--- src/ccar_pkg.sv ---
// constants, field positions and timing counts shared by both ends of the command/address link
// assumes a single 40 MHz core clock drives both ends and the software port of the controller
//
// Overview of operation
// RULE1 - capture all inputs on each rising clock edge
// RULE2 - reset low clears registers, outputs driven low
// RULE3 - both chip selects high hold gated outputs
// RULE4 - termination and clock-enable bits always update
// RULE5 - chip-select, termination, clock-enable outputs never held
// RULE6 - one-to-one mode gates outputs 2,3,5,6,8-25
// RULE7 - first one-to-two mode gates 2,3,5,6,8-14
// RULE8 - second one-to-two gates 1-6,8-10,12,13
// RULE9 - unused terminals idle, their outputs driven low
// RULE10 - controller always drives reset and configuration levels
// RULE11 - inputs may float only while reset low
// RULE12 - inputs low 10 ns after reset release
// RULE13 - inputs valid 15 ns after reset assertion
// RULE14 - fanout select picks width, bank select arrangement
// RULE15 - reset overrides chip-select hold and update
// RULE16 - one-to-two modes drive two identical output copies
// RULE17 - no clock edge, outputs hold captured values
package ccar_pkg;
  // ==========================================================
  // widths
  localparam int DATA_W = 25;
  localparam int HALF_W = 14;
  localparam int WORD_W = 26; // data bits plus auxiliary chip select
  localparam int FIFO_DEPTH = 16;
  // ==========================================================
  // bit positions inside the 25-bit input word (bit n-1 carries input n)
  localparam int CS_BIT = 6; // module chip select, active low
  localparam int CKE_BIT_1TO1 = 0;
  localparam int ODT_BIT_1TO1 = 3;
  localparam int CKE_BIT_A = 0;
  localparam int ODT_BIT_A = 3;
  localparam int CKE_BIT_B = 13;
  localparam int ODT_BIT_B = 10;
  localparam int AUX_CS_BIT = 25; // position in a queued command word
  // ==========================================================
  // gating and valid masks per configuration
  localparam logic [24:0] GATE_1TO1 = 25'h1ffffb6;
  localparam logic [24:0] GATE_A = 25'h0003fb6;
  localparam logic [24:0] GATE_B = 25'h0001bbf;
  localparam logic [24:0] VALID_1TO1 = 25'h1ffffff;
  localparam logic [24:0] VALID_1TO2 = 25'h0003fff;
  // ==========================================================
  // controller register map (byte addresses) and fields
  localparam logic [3:0] REG_CTRL = 4'h0;
  localparam logic [3:0] REG_CMD = 4'h4;
  localparam logic [3:0] REG_STATUS = 4'h8;
  localparam int CTRL_RUN_BIT = 0;
  localparam int ST_EMPTY_BIT = 0;
  localparam int ST_FULL_BIT = 1;
  localparam int ST_OVF_BIT = 2;
  localparam int ST_STATE_LSB = 3;
  localparam int ST_LEVEL_LSB = 8;
  // ==========================================================
  // timing
  localparam int CLK_PERIOD_PS = 25000;
  localparam int ACT_TIME_NS = 10;
  localparam int INACT_TIME_NS = 15;
  localparam int ACT_CYC_RAW = (ACT_TIME_NS * 1000 + CLK_PERIOD_PS - 1) / CLK_PERIOD_PS;
  localparam int INACT_CYC_RAW = (INACT_TIME_NS * 1000 + CLK_PERIOD_PS - 1) / CLK_PERIOD_PS;
  localparam logic [3:0] ACT_CYC = 4'((ACT_CYC_RAW < 1) ? 1 : ACT_CYC_RAW);
  localparam logic [3:0] INACT_CYC = 4'((INACT_CYC_RAW < 1) ? 1 : INACT_CYC_RAW);
  // ==========================================================
  // controller link states
  typedef enum logic [1:0] {
    HST_IDLE = 2'b00,
    HST_ACTIVATE = 2'b01,
    HST_RUN = 2'b10,
    HST_DEACT = 2'b11
  } ccar_hst_t;
endpackage : ccar_pkg

--- src/ccar_link_if.sv ---
// link between the command controller and the registered buffer
// assumes both ends sit on the same core clock; drive_en low means the wires float
`timescale 1ns/10ps
interface ccar_link_if;
  logic reset_n; // device reset, active low
  logic drive_en; // controller is driving data and chip selects
  logic [24:0] data; // buffer inputs, module chip select at bit 6 (active low)
  logic aux_cs_n; // auxiliary chip select, active low
  modport host (output reset_n, output drive_en, output data, output aux_cs_n);
  modport dev (input reset_n, input drive_en, input data, input aux_cs_n);
endinterface : ccar_link_if

--- src/ccar_host.sv ---
// command controller driving the buffer link, with its command queue
// assumes a software master on core_clk using one-cycle strobes, read data one cycle later
`timescale 1ns/10ps
module ccar_fifo #(
  parameter int WIDTH = 26,
  parameter int DEPTH = 16
) (
  input wire logic core_clk, // clock
  input wire logic arst_n, // asynchronous reset, active low
  input wire logic in_valid, // push request
  output logic in_ready, // not full
  input wire logic [WIDTH-1:0] in_data, // pushed word
  output logic out_valid, // not empty
  input wire logic out_ready, // pop request
  output logic [WIDTH-1:0] out_data, // head word
  output logic [$clog2(DEPTH):0] level // words held
);
  localparam int AW = $clog2(DEPTH);
  typedef struct packed {
    logic [DEPTH-1:0][WIDTH-1:0] mem;
    logic [AW:0] wr_ptr;
    logic [AW:0] rd_ptr;
  } ccar_fifo_state_t;

  ccar_fifo_state_t st;
  ccar_fifo_state_t next_st;
  logic full;
  logic empty;

  // extra pointer bit tells full from empty
  assign full = (st.wr_ptr[AW] != st.rd_ptr[AW]) && (st.wr_ptr[AW-1:0] == st.rd_ptr[AW-1:0]);
  assign empty = (st.wr_ptr == st.rd_ptr);
  assign in_ready = !full;
  assign out_valid = !empty;
  assign out_data = st.mem[st.rd_ptr[AW-1:0]];
  assign level = st.wr_ptr - st.rd_ptr;

  // push and pop
  always_comb
  begin
    next_st = st;
    if (in_valid && !full)
    begin
      next_st.mem[st.wr_ptr[AW-1:0]] = in_data;
      next_st.wr_ptr = st.wr_ptr + {{AW{1'b0}}, 1'b1};
    end
    if (out_ready && !empty)
      next_st.rd_ptr = st.rd_ptr + {{AW{1'b0}}, 1'b1};
  end

  always_ff @(posedge core_clk or negedge arst_n)
  begin
    if (!arst_n)
      st <= '0;
    else
      st <= next_st;
  end
endmodule : ccar_fifo

module ccar_host (
  input wire logic core_clk, // clock
  input wire logic arst_n, // asynchronous reset, active low
  input wire logic [3:0] addr, // register byte address
  input wire logic [31:0] wdata, // write data
  input wire logic wr, // write strobe
  input wire logic rd, // read strobe
  output logic [31:0] rdata, // read data, valid the cycle after rd
  ccar_link_if.host link // buffer side
);
  // ==========================================================
  // state
  typedef struct packed {
    ccar_pkg::ccar_hst_t state;
    logic [3:0] cnt;
    logic run;
    logic ovf;
    logic [31:0] rdata;
    logic reset_n;
    logic drive_en;
    logic [24:0] data;
    logic aux_cs_n;
  } ccar_host_state_t;

  ccar_host_state_t st;
  ccar_host_state_t next_st;
  logic push;
  logic in_ready;
  logic out_valid;
  logic pop;
  logic [25:0] head;
  logic [4:0] level;

  assign push = wr && (addr == ccar_pkg::REG_CMD);
  // no pop once run is cleared, or the word would vanish with the link going down
  assign pop = (st.state == ccar_pkg::HST_RUN) && st.run && out_valid;

  // ==========================================================
  // command queue; the link drains it only while running
  ccar_fifo #(
    .WIDTH(ccar_pkg::WORD_W),
    .DEPTH(ccar_pkg::FIFO_DEPTH)
  ) u_fifo (
    .core_clk(core_clk),
    .arst_n(arst_n),
    .in_valid(push),
    .in_ready(in_ready),
    .in_data(wdata[25:0]),
    .out_valid(out_valid),
    .out_ready(pop),
    .out_data(head),
    .level(level)
  );

  // ==========================================================
  // register port and link sequencing
  always_comb
  begin
    next_st = st;
    next_st.rdata = 32'h00000000;
    if (wr && addr == ccar_pkg::REG_CTRL)
      next_st.run = wdata[ccar_pkg::CTRL_RUN_BIT];
    // a write into a full queue is dropped; overflow set wins over its clear
    if (wr && addr == ccar_pkg::REG_STATUS && wdata[ccar_pkg::ST_OVF_BIT])
      next_st.ovf = 1'b0;
    if (push && !in_ready)
      next_st.ovf = 1'b1;
    if (rd)
    begin
      unique case (addr)
        ccar_pkg::REG_CTRL: next_st.rdata[ccar_pkg::CTRL_RUN_BIT] = st.run;
        ccar_pkg::REG_STATUS:
        begin
          next_st.rdata[ccar_pkg::ST_EMPTY_BIT] = !out_valid;
          next_st.rdata[ccar_pkg::ST_FULL_BIT] = !in_ready;
          next_st.rdata[ccar_pkg::ST_OVF_BIT] = st.ovf;
          next_st.rdata[ccar_pkg::ST_STATE_LSB +: 2] = st.state;
          next_st.rdata[ccar_pkg::ST_LEVEL_LSB +: 5] = level;
        end
        default: next_st.rdata = 32'h00000000;
      endcase
    end
    if (st.cnt != 4'h0)
      next_st.cnt = st.cnt - 4'h1;
    unique case (st.state)
      ccar_pkg::HST_IDLE:
      begin
        // link floats only with the device held in reset
        next_st.reset_n = 1'b0; // RULE10 RULE11
        next_st.drive_en = 1'b0; // RULE11
        next_st.data = 25'h0000000;
        next_st.aux_cs_n = 1'b1;
        if (st.run)
        begin
          next_st.drive_en = 1'b1;
          next_st.reset_n = 1'b1;
          next_st.cnt = ccar_pkg::ACT_CYC;
          next_st.state = ccar_pkg::HST_ACTIVATE;
        end
      end
      ccar_pkg::HST_ACTIVATE:
      begin
        // inputs stay low while the receivers wake up
        next_st.data = 25'h0000000; // RULE12
        if (st.cnt == 4'h0)
          next_st.state = ccar_pkg::HST_RUN;
      end
      ccar_pkg::HST_RUN:
      begin
        if (pop)
        begin
          next_st.data = head[24:0];
          next_st.aux_cs_n = head[ccar_pkg::AUX_CS_BIT];
        end
        else
        begin
          // nothing queued: deselect so the gated outputs hold
          next_st.data[ccar_pkg::CS_BIT] = 1'b1;
          next_st.aux_cs_n = 1'b1;
        end
        if (!st.run)
        begin
          next_st.reset_n = 1'b0;
          next_st.data = 25'h0000000;
          next_st.aux_cs_n = 1'b1;
          next_st.cnt = ccar_pkg::INACT_CYC;
          next_st.state = ccar_pkg::HST_DEACT;
        end
      end
      ccar_pkg::HST_DEACT:
      begin
        // keep driving valid levels after reset goes low
        if (st.cnt == 4'h0)
        begin
          next_st.drive_en = 1'b0; // RULE13
          next_st.state = ccar_pkg::HST_IDLE;
        end
      end
    endcase
  end

  always_ff @(posedge core_clk or negedge arst_n)
  begin
    if (!arst_n)
    begin
      st <= '0;
      st.aux_cs_n <= 1'b1;
    end
    else
      st <= next_st;
  end

  // ==========================================================
  // outputs straight from flops
  assign rdata = st.rdata;
  assign link.reset_n = st.reset_n;
  assign link.drive_en = st.drive_en;
  assign link.data = st.data;
  assign link.aux_cs_n = st.aux_cs_n;
endmodule : ccar_host

--- src/flat_wrapper.sv ---
// flat-port wrapper written by rule: the top's interface ports become plain ports
module ccar_host_flat 
  (core_clk, arst_n, addr, wdata, wr, rd, rdata, link_reset_n, link_drive_en, link_data, link_aux_cs_n);
  ccar_link_if link_i ();
  input wire logic core_clk;
  input wire logic arst_n;
  input wire logic [3:0] addr;
  input wire logic [31:0] wdata;
  input wire logic wr;
  input wire logic rd;
  output logic [31:0] rdata;
  output wire logic [$bits(link_i.reset_n)-1:0] link_reset_n;
  output wire logic [$bits(link_i.drive_en)-1:0] link_drive_en;
  output wire logic [$bits(link_i.data)-1:0] link_data;
  output wire logic [$bits(link_i.aux_cs_n)-1:0] link_aux_cs_n;
  assign link_reset_n = link_i.reset_n;
  assign link_drive_en = link_i.drive_en;
  assign link_data = link_i.data;
  assign link_aux_cs_n = link_i.aux_cs_n;
  ccar_host u_core (.core_clk(core_clk), .arst_n(arst_n), .addr(addr), .wdata(wdata), .wr(wr), .rd(rd), .rdata(rdata), .link(link_i));
endmodule
--- config.mk ---
export PLATFORM = sky130hd
export DESIGN_NAME = ccar_host_flat
export DESIGN_NICKNAME = d
export VERILOG_FILES = /design/src/ccar_pkg.sv /design/src/ccar_link_if.sv /design/src/ccar_host.sv /design/src/flat_wrapper.sv
export SDC_FILE = /design/constraint.sdc
export NUM_CORES = 1
export LEC_CHECK = 0
export BUFFER_PORTS_ARGS = -buffer_cell sky130_fd_sc_hd__buf_2
export CORE_UTILIZATION = 30
export DETAILED_ROUTE_END_ITERATION = 7
export PLACE_DENSITY = 0.49
export SETUP_SLACK_MARGIN = 0.2
export SYNTH_ARGS = -nofsm -noshare
export SYNTH_HDL_FRONTEND = slang
export SYNTH_SLANG_ARGS = --single-unit
--- constraint.sdc ---
create_clock -name core_clk -period 7.6 [get_ports core_clk]
set_input_delay 1.52 -clock core_clk [delete_from_list [all_inputs] [get_ports core_clk]]
set_output_delay 1.52 -clock core_clk [all_outputs]
set_load 0.03 [all_outputs]
==> results by group <==
Run status
  – Status: finished, final reports clean

Floorplanning
  – Die X-Extent: 271.7 um
  – Initial Utilization: between 30 and 40%
  – IO Pins: 100
  – Chip height: approximately 270 um
  – Placeable Area: approximately 70,000 um2
  – # rows: 98
  – Die footprint: approximately 74,000 um2

Timing
  – Tcrit/Tclk final: a little under three fifths
  – Fin. max-slew vios: 0
  – Clock skew: 0.02308 ns
  – Worst-margin pin slew: about 1.0 ns
  – Worst hold slack: 0.4760 ns
  – Final hold violation count: 0
  – Max Freq: ~240 MHz
  – Final setup violation count: 0
  – Minimum clock period: around 4.2 ns
  – Fin Setup TNS: 0 ns
  – Slew HR: between 30% and 40%
  – RSZ-0062 raised after global routing: false
  – Final worst slack: 3.356 ns

Pwr
  – Peak VDD IR: about 0.14 mV
  – Pwr/cell area: 280.1 nW/um2
  – Leak: ~11 nW
  – Tot Pwr: 6.868 mW

Finish
  – FILL cells: just under 7,000
  – Final nets: 1,453
  – Layout cells sized above 1: 52.36%
  – Area growth syn-to-layout: 12.38%

Clock tree
  – Postcts setup bufs: 0
  – CTS tree: done
  – TritonCTS Sinks: between 400 and 500
  – Root Buffer: clkbuf_16
  – Post-CTS sizing: 0
  – CTS Buf Count: 52
  – Clk_lat worst skew: about 0.6 ns
  – CTS Buffer Depth: 3
  – Hold Buf Count CTS: 0
  – Clock Pin Slew Worst Setup and Hold Paths: roughly 0.060 ns
  – H-tree depth: 2

Route
  – Initial DRC count: 569
  – DRC: 0
  – Vias: between 10,000 and 15,000
  – Routed WL: approximately 52,000 um
  – Vias per inst: approximately 5
  – Routed Antenna Nets: 0
  – Initial DRT Pass Iterations: 4
  – Routed len/inst: around 22 um

Worst setup path
  – R2r endpoint: u_core.u_fifo.st[43]
  – Startpoint Class: flip-flop
  – Critical Path RT: ~8.1 ns
  – CP Capture Type: flip-flop
  – WS Path Type: flip-flop to flip-flop
  – Worst r2r path cells: 7
  – Critical Path Fanout Max: 36
  – Worst Setup EP: u_core.u_fifo.st[43]
  – Crit path launch: u_core.u_fifo.st[1]
  – Worst path arrival time: roughly 4.7 ns
  – FF-to-FF Start: u_core.u_fifo.st[1]
  – R2r setup slk: between 3 and 4 ns

Synthesis
  – Post-synth top flop: dfrtp_1
  – Post-synth EDFFs: 0
  – Synth Register Bits: between 400 and 500
  – Mapped Cells: 1,388
  – Synth cell types: 50
  – FFs w/ async S/R, synth: between 90% and 100%
  – Post-synth design cell area: about 22,000 um2
  – Syn. warnings: 0
  – Post-synthesis sequential area ratio: between 50% and 60%
  – Syn avg cell area: about 16 um2

Global route
  – Vias in the first global route: 12,750
  – Grt ovf: 0
  – Gr usage total: about 15%
  – Largest net degree at the start of global routing: about 160
  – First-pass GRT wire length: 81,650 um
  – Initial antenna violation count: 5

Placed design
  – Pre-CTS WS: 3.105 ns
  – HPWL after DPL: around 29,000 um
  – Port buffer count: between 70 and 80
  – Placer's final routability congestion estimate: 0.6978

Flow run
  – Max Cap Viol: 0

Hold path
  – HP Class: flip-flop to flip-flop
-- state kept, by name, summed over array words and instances (netlist names) --
register	count
u_core.st	8
u_core.link.reset_n	1
u_core.link.aux_cs_n	1
u_core.u_fifo.st	426
u_core.rdata	10
u_core.link.data	25
u_core.link.drive_en	1
-- worst max-delay path, stage by stage (launching register included) --
cell       delay, ns
dfrtp_4         0.95
inv_1           0.34
ha_1            0.40
nand4_1         0.38
o2111ai_2       0.37
nor3_4          0.79
buf_4           0.48
mux2_2          0.38
-- metal layers --
layer | up-vias | track usage, % | routed length (um)
li1 | 5063 | - | -
met1 | 6304 | 20.48 | 24730
met2 | 187 | 22.97 | 24290
met3 | 77 | 2.724 | 2241
met4 | 6 | 3.666 | 984
met5 | - | 0 | 42
-- synth_stat cells (all sizes together) (2+ instances only) --
cell,n,area [um2]
a211oi,2,15.01
a21oi,5,25.02
a221o,24,240.2
and2,3,18.77
buf,111,827.0
clkbuf,48,180.2
dfrtp,471,11790
ha,10,125.1
inv,12,45.04
mux2,443,4989
mux2i,28,280.3
mux4,104,2342
nand2,10,37.54
nand2b,4,25.02
nand3,4,20.02
nand3b,2,15.01
nand4,4,25.02
nor2,26,147.6
nor2b,26,162.7
nor3,11,100.1
nor3b,2,15.01
o2111ai,4,71.32
o21ai,2,10.01
xnor2,11,103.9
xor2,5,43.79
-- worst min-delay path by stage --
stage,startpoint,end,slack (ns),depth (start not counted)
6_report,u_core.link.aux_cs_n,u_core.link.aux_cs_n,0.48,2
2_1_floorplan,u_core.u_fifo.st[116],u_core.u_fifo.st[116],0.45,1
3_5_place_dp,u_core.link.aux_cs_n,u_core.link.aux_cs_n,0.46,2
3_3_place_gp,u_core.link.aux_cs_n,u_core.link.aux_cs_n,0.46,2
4_1_cts,u_core.link.aux_cs_n,u_core.link.aux_cs_n,0.48,2
5_1_grt,u_core.link.aux_cs_n,u_core.link.aux_cs_n,0.50,2
-- per-stage QoR --
stage               area (um2)  utilization (%)  std cells
finish                   24520            34.19       2393
global route             24520            34.19       2392
CTS                      24520            34.19       2392
detailed placement       22750            31.72       2298
global placement         22750            31.72       2298
floorplan                21900                -       1409
-- cells by family (layout without fill, tap and decap cells) --
kind of cell             Yosys count  in the layout  share of synthesized area [%]
AO/OA/AOI/OAI                     47             47                          2.035
other                              1             23                        0.01718
buffers and inverters            171            204                          4.822
adder cells (fa/ha/maj)           11             11                         0.6651
flip-flops                       472            472                          54.13
AND/OR/NAND/NOR                   95             95                          2.775
multiplexers                     575            575                          34.88
XOR/XNOR                          16             16                         0.6766
-- cell type report --
cell class,instances,area [um2],area share (%)
flip-flops and latches,472,11820,48.21
multi-input cells,766,9101,37.11
inverters,12,45.04,0.1837
clock inverters,23,256.5,1.046
well taps,950,1189,4.847
repair buffers,98,593.1,2.418
diodes,1,2.502,0.01020
clock buffers,71,1514,6.173
-- power breakdown --
| group | switching (mW) | total (mW) | internal [mW] |
|---|---|---|---|
| logic | 0.653 | 1.30 | 0.643 |
| registers | 0.236 | 2.98 | 2.74 |
| clock network | 1.03 | 2.59 | 1.56 |
-- cell usage in the layout (no fill, tap or decap), types with 3 or more instances in the layout --
| cell type | synthesis | final |
|---|---|---|
| dfrtp_1 | 471 | 468 |
| mux2_2 | 436 | 436 |
| mux4_2 | 104 | 104 |
| buf_2 | 13 | 70 |
| clkbuf_16 | 0 | 53 |
| mux2i_1 | 28 | 28 |
| nor2b_1 | 26 | 26 |
| buf_4 | 69 | 25 |
| a221o_1 | 24 | 24 |
| conb_1 | 1 | 22 |
| nor2_1 | 14 | 13 |
| nor2_4 | 4 | 13 |
| clkinv_2 | 0 | 13 |
| inv_1 | 12 | 12 |
| clkbuf_8 | 0 | 12 |
| xnor2_1 | 10 | 10 |
| nand2_1 | 10 | 10 |
| ha_1 | 10 | 10 |
| mux2_1 | 7 | 7 |
| nor3_1 | 7 | 6 |
| clkbuf_1 | 48 | 6 |
| xor2_1 | 5 | 5 |
| a21oi_1 | 5 | 5 |
| bufinv_16 | 0 | 5 |
| nand3_1 | 4 | 4 |
| nand4_1 | 4 | 4 |
| nand2b_1 | 4 | 4 |
| nor3_4 | 4 | 4 |
| and2_1 | 3 | 3 |
| o2111ai_2 | 3 | 3 |
| dfrtp_4 | 0 | 3 |
Power figures use the tool's default switching activity.
